<file path="src/pgen_defs.vh">
`ifndef PGEN_DEFS_VH
`define PGEN_DEFS_VH

// ----------------------------------------------------------------
// register byte addresses
// ----------------------------------------------------------------
`define PG_ADDR_W 12
`define PG_ADDR_CNT_HI 12'h0fb0
`define PG_ADDR_CNT_LO 12'h0fb1
`define PG_ADDR_PER_HI 12'h0fb2
`define PG_ADDR_PER_LO 12'h0fb3
`define PG_ADDR_DUTY_HI 12'h0fb4
`define PG_ADDR_DUTY_LO 12'h0fb5

// ----------------------------------------------------------------
// reset values and fixed constants
// ----------------------------------------------------------------
`define PG_BUF_RST 8'hff
`define PG_BYTE_ZERO 8'h00
`define PG_CNT_RST 16'h0000
`define PG_CNT_ZERO 16'h0000
`define PG_CNT_LAST 16'h0001
`define PG_CNT_STEP 16'h0001
`define PG_DATA_ZERO 16'h0000

`endif

</file>
<file path="src/byte_pair_buffer.v">
`include "pgen_defs.vh"

// two-byte setting buffer with upper-first commit
module byte_pair_buffer #(
    parameter WIDTH = 8
) (
    input wire clk,
    input wire arst_n,
    input wire wr_hi,
    input wire wr_lo,
    input wire wr_word,
    input wire [2*WIDTH-1:0] wdata,
    output reg [WIDTH-1:0] read_hi,
    output reg [WIDTH-1:0] read_lo,
    output wire [2*WIDTH-1:0] value,
    output reg pending
);

    reg [WIDTH-1:0] valid_hi;

    // ----------------------------------------------------------------
    // byte and word writes
    // ----------------------------------------------------------------
    // the upper byte only commits with the lower one, so a load in
    // between still sees the last complete pair
    always @(posedge clk or negedge arst_n) begin
        if (!arst_n) begin
            read_hi <= `PG_BUF_RST;
            read_lo <= `PG_BUF_RST;
            valid_hi <= `PG_BUF_RST;
            pending <= 1'b0;
        end else if (wr_word) begin
            read_hi <= wdata[2*WIDTH-1:WIDTH];
            read_lo <= wdata[WIDTH-1:0];
            valid_hi <= wdata[2*WIDTH-1:WIDTH];
            pending <= 1'b0;
        end else if (wr_hi) begin
            read_hi <= wdata[WIDTH-1:0];
            pending <= 1'b1;
        end else if (wr_lo) begin
            read_lo <= wdata[WIDTH-1:0];
            valid_hi <= read_hi;
            pending <= 1'b0;
        end
    end

    // value seen by a load: last committed upper with current lower
    assign value = {valid_hi, read_lo};

endmodule // byte_pair_buffer

</file>
<file path="src/pulse_level.v">
`include "pgen_defs.vh"

// registered output level from counter and working duty
module pulse_level #(
    parameter CNT_W = 16
) (
    input wire clk,
    input wire arst_n,
    input wire running,
    input wire polarity_select,
    input wire [CNT_W-1:0] counter,
    input wire [CNT_W-1:0] duty,
    input wire [CNT_W-1:0] period,
    output reg level_out
);

    reg next_level;

    // ----------------------------------------------------------------
    // level decision
    // ----------------------------------------------------------------
    // counter walks period..1, so counter <= duty gives duty ticks high
    always @* begin
        next_level = 1'b0;
        if (!running) begin
            next_level = 1'b0;
        end else if (duty == `PG_CNT_ZERO) begin
            next_level = 1'b0;
        end else if (duty > period) begin
            next_level = 1'b0;
        end else if (duty == period) begin
            next_level = 1'b1;
        end else begin
            next_level = (counter <= duty);
        end
    end

    always @(posedge clk or negedge arst_n) begin
        if (!arst_n) begin
            level_out <= 1'b0;
        end else begin
            level_out <= next_level ^ polarity_select;
        end
    end

endmodule // pulse_level

</file>
<file path="src/pulse_gen_period_duty_regs.v">
// The address-and-strobe port was chosen for this implementation.
`include "pgen_defs.vh"

module pulse_gen_period_duty_regs #(
    parameter CNT_W = 16,
    parameter BYTE_W = 8
) (
    input wire clk,
    input wire arst_n,
    input wire [`PG_ADDR_W-1:0] addr,
    input wire [CNT_W-1:0] wdata,
    input wire wr,
    input wire rd,
    input wire word_access,
    input wire count_tick,
    input wire run,
    input wire start,
    input wire polarity_select,
    output reg [CNT_W-1:0] rdata,
    output reg running,
    output wire pulse_output_pin
);

    // ----------------------------------------------------------------
    // declarations
    // ----------------------------------------------------------------
    reg [CNT_W-1:0] counter;
    reg [CNT_W-1:0] work_duty;
    reg [CNT_W-1:0] work_period;
    reg [BYTE_W-1:0] count_readback_low;
    reg [CNT_W-1:0] next_rdata;
    wire [BYTE_W-1:0] period_buffer_high;
    wire [BYTE_W-1:0] period_buffer_low;
    wire [BYTE_W-1:0] duty_buffer_high;
    wire [BYTE_W-1:0] duty_buffer_low;
    wire [CNT_W-1:0] period_value;
    wire [CNT_W-1:0] duty_value;
    wire duty_pending;
    wire hit_cnt_hi;
    wire hit_cnt_lo;
    wire hit_per_hi;
    wire hit_per_lo;
    wire hit_duty_hi;
    wire hit_duty_lo;
    wire load;
    wire start_load;
    wire tick_load;

    // ----------------------------------------------------------------
    // address decode
    // ----------------------------------------------------------------
    // one compare per byte address; word writes are decoded at upper only, word reads at both
    assign hit_cnt_hi = (addr == `PG_ADDR_CNT_HI);
    assign hit_cnt_lo = (addr == `PG_ADDR_CNT_LO);
    assign hit_per_hi = (addr == `PG_ADDR_PER_HI);
    assign hit_per_lo = (addr == `PG_ADDR_PER_LO);
    assign hit_duty_hi = (addr == `PG_ADDR_DUTY_HI);
    assign hit_duty_lo = (addr == `PG_ADDR_DUTY_LO);

    // ----------------------------------------------------------------
    // setting buffers
    // ----------------------------------------------------------------
    // period buffer; the pair only reaches the counter at a load
    byte_pair_buffer #(
        .WIDTH(BYTE_W)
    ) u_period_buffer (
        .clk(clk),
        .arst_n(arst_n),
        .wr_hi(wr && !word_access && hit_per_hi),
        .wr_lo(wr && !word_access && hit_per_lo),
        .wr_word(wr && word_access && hit_per_hi),
        .wdata(wdata),
        .read_hi(period_buffer_high),
        .read_lo(period_buffer_low),
        .value(period_value),
        .pending()
    );

    // duty buffer; its pending flag gates the transfer
    byte_pair_buffer #(
        .WIDTH(BYTE_W)
    ) u_duty_buffer (
        .clk(clk),
        .arst_n(arst_n),
        .wr_hi(wr && !word_access && hit_duty_hi),
        .wr_lo(wr && !word_access && hit_duty_lo),
        .wr_word(wr && word_access && hit_duty_hi),
        .wdata(wdata),
        .read_hi(duty_buffer_high),
        .read_lo(duty_buffer_low),
        .value(duty_value),
        .pending(duty_pending)
    );

    // ----------------------------------------------------------------
    // run control
    // ----------------------------------------------------------------
    // stopping halts at once; a start while enabled loads and runs
    always @(posedge clk or negedge arst_n) begin
        if (!arst_n) begin
            running <= 1'b0;
        end else if (!run) begin
            running <= 1'b0;
        end else if (start) begin
            running <= 1'b1;
        end
    end

    // a start or the end of a period both count as a load
    assign start_load = run && start;
    assign tick_load = run && running && count_tick && (counter <= `PG_CNT_LAST);
    assign load = start_load || tick_load;

    // ----------------------------------------------------------------
    // down-counter
    // ----------------------------------------------------------------
    // the counter keeps its value when stopped so it can still be read
    always @(posedge clk or negedge arst_n) begin
        if (!arst_n) begin
            counter <= `PG_CNT_RST;
            work_period <= `PG_CNT_RST;
        end else if (load) begin
            counter <= period_value;
            work_period <= period_value;
        end else if (run && running && count_tick) begin
            counter <= counter - `PG_CNT_STEP;
        end
    end

    // ----------------------------------------------------------------
    // working duty register
    // ----------------------------------------------------------------
    // reset to the buffer's reset pair so a first load is consistent
    always @(posedge clk or negedge arst_n) begin
        if (!arst_n) begin
            work_duty <= {`PG_BUF_RST, `PG_BUF_RST};
        end else if (load && !duty_pending) begin
            work_duty <= duty_value;
        end
        // pending skips transfer: no else, old duty kept
    end

    // ----------------------------------------------------------------
    // readback latch
    // ----------------------------------------------------------------
    // a byte read of the upper half freezes the lower half, so two byte
    // reads give one coherent count even while the counter moves
    always @(posedge clk or negedge arst_n) begin
        if (!arst_n) begin
            count_readback_low <= `PG_BYTE_ZERO;
        end else if (rd && !word_access && hit_cnt_hi) begin
            count_readback_low <= counter[BYTE_W-1:0];
        end
    end

    // ----------------------------------------------------------------
    // read mux
    // ----------------------------------------------------------------
    // writes to the readback addresses decode to nothing; unmapped reads 0
    always @* begin
        next_rdata = `PG_DATA_ZERO;
        if (rd) begin
            if (word_access) begin
                if (hit_cnt_hi) begin
                    next_rdata = counter;
                end else if (hit_per_hi) begin
                    next_rdata = {period_buffer_high, period_buffer_low};
                end else if (hit_duty_hi) begin
                    next_rdata = {duty_buffer_high, duty_buffer_low};
                end else if (hit_cnt_lo) begin
                    next_rdata = {`PG_BYTE_ZERO, count_readback_low};
                end else if (hit_per_lo) begin
                    next_rdata = {`PG_BYTE_ZERO, period_buffer_low};
                end else if (hit_duty_lo) begin
                    next_rdata = {`PG_BYTE_ZERO, duty_buffer_low};
                end
            end else begin
                if (hit_cnt_hi) begin
                    next_rdata = {`PG_BYTE_ZERO, counter[CNT_W-1:BYTE_W]};
                end else if (hit_cnt_lo) begin
                    next_rdata = {`PG_BYTE_ZERO, count_readback_low};
                end else if (hit_per_hi) begin
                    next_rdata = {`PG_BYTE_ZERO, period_buffer_high};
                end else if (hit_per_lo) begin
                    next_rdata = {`PG_BYTE_ZERO, period_buffer_low};
                end else if (hit_duty_hi) begin
                    next_rdata = {`PG_BYTE_ZERO, duty_buffer_high};
                end else if (hit_duty_lo) begin
                    next_rdata = {`PG_BYTE_ZERO, duty_buffer_low};
                end
            end
        end
    end

    // read data stand for one cycle only, zero otherwise
    always @(posedge clk or negedge arst_n) begin
        if (!arst_n) begin
            rdata <= `PG_DATA_ZERO;
        end else begin
            rdata <= next_rdata;
        end
    end

    // ----------------------------------------------------------------
    // output waveform
    // ----------------------------------------------------------------
    // forbidden periods not checked; software must avoid them
    pulse_level #(
        .CNT_W(CNT_W)
    ) u_pulse_level (
        .clk(clk),
        .arst_n(arst_n),
        .running(running),
        .polarity_select(polarity_select),
        .counter(counter),
        .duty(work_duty),
        .period(work_period),
        .level_out(pulse_output_pin)
    );

endmodule // pulse_gen_period_duty_regs

</file>
<file path="config.mk">
export PLATFORM = sky130hd
export DESIGN_NAME = pulse_gen_period_duty_regs
export DESIGN_NICKNAME = d
export VERILOG_FILES = /design/src/byte_pair_buffer.v /design/src/pulse_level.v /design/src/pulse_gen_period_duty_regs.v
export VERILOG_INCLUDE_DIRS = /design/src
export SDC_FILE = /design/constraint.sdc
export NUM_CORES = 1
export LEC_CHECK = 0
export BUFFER_PORTS_ARGS = -buffer_cell sky130_fd_sc_hd__buf_2
export CORE_ASPECT_RATIO = 1.75
export CORE_MARGIN = 5
export CORE_UTILIZATION = 56
export CTS_BUF_LIST = sky130_fd_sc_hd__clkbuf_4
export DETAILED_ROUTE_END_ITERATION = 12
export GPL_ROUTABILITY_DRIVEN = 0
export PLACE_DENSITY_LB_ADDON = 0.1
export SYNTH_ARGS = -nofsm -noshare
export SYNTH_HDL_FRONTEND = slang
export SYNTH_SLANG_ARGS = --single-unit
</file>
<file path="constraint.sdc">
create_clock -name clk -period 2.35 [get_ports clk]
set_input_delay 0 -clock clk [delete_from_list [all_inputs] [get_ports clk]]
set_output_delay 0 -clock clk [all_outputs]
set_load 0.01 [all_outputs]
</file>
Word level (Yosys, flattened, before mapping):

Cells that the tools add are included.
W data, S select, Z words.

* output and inout port bits: 18
* bits of input ports: 37
* logic and storage cells: 96
* register bits after elaboration: 123

* order comparisons: 3
* reductions and logical operators: 27
* equal/unequal tests: 10
* multiplexer cells: 40
* bitwise gates (word level): 1
* $add $sub $neg: 1

Operators by type and width (count)
* $mux W16: 12
* $mux W8: 19
* $eq A12 B12 Y1 const B: 6
* $eq A16 B16 Y1: 1
* $gt A16 B16 Y1: 1
* $le A16 B1 Y1 const B: 1
* $le A16 B16 Y1: 1
* $logic_not A16 Y1: 1
* $sub A16 B1 Y16 const B: 1
* $logic_and A1 B1 Y1: 15
* $reduce_bool A2 Y1: 5
* $mux W1: 9
* $ne A2 B2 Y1 const B: 2
* $reduce_and A2 Y1: 2
* $reduce_bool A3 Y1: 1
* $logic_not A1 Y1: 2
* $ne A2 B1 Y1 const B: 1
* $logic_or A1 B1 Y1: 1
* $xor A1 B1 Y1: 1

Longest topological paths before layout:

* word-level depth: 9
* gate-level depth with buffers: 9
* gate-level depth less buffers: 8

Modules after synthesis:

A second synthesis with hierarchy kept.

* cell total of the unflattened synthesis: 776
* area total of the unflattened synthesis: 7563.5 sq um

Modules (own cells, without submodules)
* pulse_gen_period_duty_regs: area an instance 4119.0 sq um, cells each 430, seq. area each 1846.8 sq um, times used 1
* byte_pair_buffer: area an instance 1252.5 sq um, cells each 111, seq. area each 655.6 sq um, times used 2
* pulse_level: area an instance 939.7 sq um, cells each 124, seq. area each 25.0 sq um, times used 1

Worst setup path after synthesis:

OpenSTA, ideal clock, no wires.

* path type: flip-flop to flip-flop
* from: register counter[10]
* to: register counter[8]
* library setup time: 154 ps
* arrival time: 2193 ps
* data required time: 2196 ps
* period minus slack after synthesis: 2347 ps
* path buffers: 2
* stages on the path, launching flop included: 9
* path slack: 3 ps
* cells stage by stage: dfrtp_1 buf_2 or3_4 or4_4 o41ai_4 buf_4 o21ai_0 nand2_1 o311ai_0

* cells in the longest elaborated chain, start to end: 4
* elaborated cells between the ends (all ways): 5
* classes of those cells: order compare: 1; mux: 1; reduce/logical: 3

Ends and longest elaborated chain
* start: declaration: line pulse_gen_period_duty_regs.v:27 `reg [CNT_W-1:0] counter;`
* start signal: assignment: line pulse_gen_period_duty_regs.v:120 `` counter <= `PG_CNT_RST; ``
* start signal: assignment: line pulse_gen_period_duty_regs.v:123 `counter <= period_value;`
* start signal: assignment: line pulse_gen_period_duty_regs.v:126 `` counter <= counter - `PG_CNT_STEP; ``
* $le A16 B1 Y1 (no source line) (*)
* $logic_and A1 B1 Y1 (*): line pulse_gen_period_duty_regs.v:111 `` assign tick_load = run && running && count_tick && (counter <= `PG_CNT_LAST); ``
* $logic_or A1 B1 Y1 (*): line pulse_gen_period_duty_regs.v:112 `assign load = start_load || tick_load;`
* $mux W16 or $reduce_bool A2 Y1 (tied branches)

Every way passes the cells marked *; elsewhere a longest branch is shown, timed or not.
A chain may end at the register's enable or synchronous reset.

Worst setup path in the final report:

* from: register counter[12]
* to: register counter[2]

Same word-level chain as after synthesis.

==> flow_summary_export.csv <==
group,metric,value,unit
die,fp.dieH,157,um
placed_design,hpwl,16.3,mm
critical_path,critPathTopFamily,"simple AND/OR/NAND/NOR gates",
outcome,violations,"hold timing",
detailed_routing,met3_length,1.43,mm
critical_path,worstPathArrival,2.78,ns
yosys,syn_nets,816,
global_route,grt.total_usage,30.9,%
critical_path,critPathBufInv,1,
yosys,postSynthAreaPerCell,9.32,sq um
finish,final_common_cell,"nand2_1",
power,p_sw,1.93,mW
critical_path,end_kind,"flop",
yosys,synthTopCellsByArea,"dfstp_2, dfrtp_1, nand2_1",
sta,setup_violations,0,
clock_network,path_clk_slew,0.13,ns
critical_path,worstPathRequired,2.83,ns
sta,skew,0.0215,ns
yosys,ys_ff_latch,123,
global_route,grt_pass1_vias,6457,
finish,fin_area,8190,sq um
clock_network,cts_tree,"done",
job,max_cap_violations,0,
yosys,async_flop_share,100,%
sta,fin_crit,2.30,ns
sta,finalCritPeriodShare,98.1,%
die,die-area,14800,sq um
sta,rsz0062_at_grt,"true",
finish,final_cell_mix,"nand2_1, o21ai_0, dfstp_2",
placed_design,port_buffers,54,
power,internal_power,3.71,mW
die,io_pins,55,
detailed_routing,viasPerCell,6.32,
clock_network,cts.path.max_buffers,2,
finish,final_layout_size_suffix_gt1_share,26.3,%
global_route,antenna_found_initial,1,
detailed_routing,drc,0,
detailed_routing,wire_per_inst,21.5,um
critical_path,crit_fanout,7,
clock_network,clk-insertion-delay-late,0.57,ns
critical_path,cp_cell_sequence,"or3_4 > or4_4 > o41a_1 > buf_6 > nand3_2 > o21ai_1 > a22oi_1",
sta,max_clock_freq,434,MHz
yosys,synth_cells,745,
critical_path,crit_type,"reg -> reg",
sta,hold_slack,-0.00521,ns
yosys,synth_edf_count,0,
die,core_area,12300,sq um
placed_design,place_area,7580,sq um
yosys,yosysWarnings,0,
power,switching_share,34.2,%
power,power_density,688,nW/um^2
hold_path,min_path_type,"in -> async",
yosys,ys_seq_area_share,45.5,%
sta,final_max_slew_viol_count,0,
detailed_routing,ant_nets,0,
global_route,grt_pass1_wl,34.3,mm
yosys,synth_top_area_share,24.2,%
finish,nets,913,
detailed_routing,first_pass_iters,6,
yosys,syn_area,6950,sq um
power,p_clk_share,30.9,%
yosys,ys.flop_type,"dfstp_2",
sta,fin_ws,0.0451,ns
clock_network,cts_sinks,123,
finish,final_util,66.6,%
detailed_routing,routed_wl,22.1,mm
critical_path,cpPeakStageDelay,0.46,ns
detailed_routing,drt_iter0_markers,601,
detailed_routing,top_layer_used,"met4",
sta,hold_viol,2,
global_route,grt-ovfl-total,0,
sta,slew_headroom,33.1,%
die,die_w,94.2,um
critical_path,cp-start-kind,"flop",
placed_design,pre_cts_ws,0.0168,ns
critical_path,slowest_stage,"or4_4",
detailed_routing,wl_met1,7.78,mm
die,initial_core_util,56.5,%
clock_network,cts-root-buf,"clkbuf_4",
power,seqPwrFrac,43.8,%
sta,worst_slew_pin_slew,1.00,ns
clock_network,cts_buffers,17,
global_route,grt_start_max_net_pins,48,
power,peakVddDrop,0.469,mV
power,pwr-share-comb,25.3,%
die,rows,54,
outcome,status,"finished with violations",
finish,area_delta_synth_final,17.9,%
yosys,synth_cell_types,65,
finish,fill_cells,1007,
yosys,synth_area_leader_cell,"dfstp_2",
detailed_routing,routed-via-count,6476,
power,cellLeakagePower,3.67,nW
detailed_routing,wl_met2,11.5,mm
clock_network,cts-htree-levels,4,
power,p_total,5.63,mW
[metrics by stage]
step	TNS (ns)	cells
after global placement	0	966
final	0	1024
after global routing	-0.0182	1024
after CTS	0	1023
after floorplan	0	745
after detailed placement	0	966
[logic make-up (layout without fill, tap and decap cells)]
| logic type | after synthesis | count (layout) | synth area share, % |
|---|---|---|---|
| compound gates | 226 | 226 | 20.7 |
| xor+xnor | 1 | 1 | 0.126 |
| simple gates | 232 | 232 | 15.4 |
| fa+ha+maj | 34 | 34 | 6.13 |
| other cells | 0 | 1 | 0 |
| buf+inv | 81 | 191 | 4.86 |
| flops | 123 | 123 | 45.5 |
| mux | 48 | 48 | 7.30 |
[metal layers]
metal | up-vias | GRT usage [%]
li1 | 2899 | -
met1 | 3148 | 34.5
met2 | 334 | 54.9
met3 | 95 | 5.02
met4 | 0 | 17.3
met5 | - | 0
[layout make-up]
type | instances | area, sq um | area share [%]
multi-input combinational | 541 | 3470 | 42.4
sequential | 123 | 3160 | 38.6
inverter | 41 | 154 | 1.88
clock buffer | 18 | 135 | 1.65
timing repair buffer | 118 | 861 | 10.5
clock inverter | 14 | 195 | 2.38
tap | 168 | 210 | 2.57
antenna | 1 | 2.50 | 0.0305
[cell usage after synthesis, types with 3 or more instances]
library cell / n
a31oi_1: 5
and3_1: 6
buf_4: 5
o21ai_1: 3
buf_1: 3
o41ai_1: 4
inv_1: 39
a21boi_0: 3
nor2b_1: 4
o22ai_1: 6
buf_2: 6
nand3_1: 10
mux2i_1: 27
o31ai_1: 3
nor3_1: 13
o21ai_0: 79
o311ai_0: 4
nor2_1: 41
dfrtp_1: 59
a221oi_1: 3
mux2_2: 21
o21a_1: 4
a21o_1: 9
clkbuf_1: 25
or3_1: 3
nand2b_1: 4
o221ai_1: 4
ha_1: 34
a211oi_1: 7
nor4_1: 13
a22oi_1: 14
o211ai_1: 6
nand2_1: 115
nand4_1: 12
dfstp_2: 64
a22o_1: 4
a211o_1: 3
a21oi_1: 47
[flip-flops by register name (all words and copies together), names as in the netlist, 8 cells and up]
signal                    cells
rdata                        16
counter                      16
u_duty_buffer.read_lo         8
u_period_buffer.valid_hi      8
work_duty                    16
work_period                  16
u_period_buffer.read_lo       8
u_duty_buffer.valid_hi        8
count_readback_low            8
u_period_buffer.read_hi       8
u_duty_buffer.read_hi         8
[path summary, 6_finish.rpt]
check                                                  from                           to  slack, ns  cells after the start
min in group clk                                word_access                     rdata[0]       0.03                      5
max in group asynchronous                            arst_n               work_period[1]       1.41                      3
worst max register to register                  counter[12]                   counter[2]       0.05                      7
worst min register to register  u_period_buffer.valid_hi[4]  u_period_buffer.valid_hi[4]       0.47                      2
worst max-delay path                            counter[12]                   counter[2]       0.05                      7
worst min-delay path                                 arst_n               work_period[3]     -0.005                      2
[power by group through the flow]
| stage | clock network, mW | logic (mW) | registers (mW) |
|---|---|---|---|
| 2_1_floorplan | 0 | 0.779 | 2.45 |
| 3_3_place_gp | 0 | 1.29 | 2.48 |
| 3_5_place_dp | 0 | 1.34 | 2.49 |
| 4_1_cts | 1.76 | 1.39 | 2.45 |
| 5_1_grt | 1.85 | 1.55 | 2.49 |
| 6_report | 1.74 | 1.42 | 2.47 |
[timing repair]
item / in CTS / in global routing
gates cloned: 0 / 0
endpoints found under the hold margin: 149 / 0
hold buffers: 25 / 0
setup endpoints to repair: 2 / 18
gates resized for setup: 1 / 9
setup buffers: 0 / 0
pin swaps: 1 / 2
Note: power is estimated with default switching activity, not from simulation.
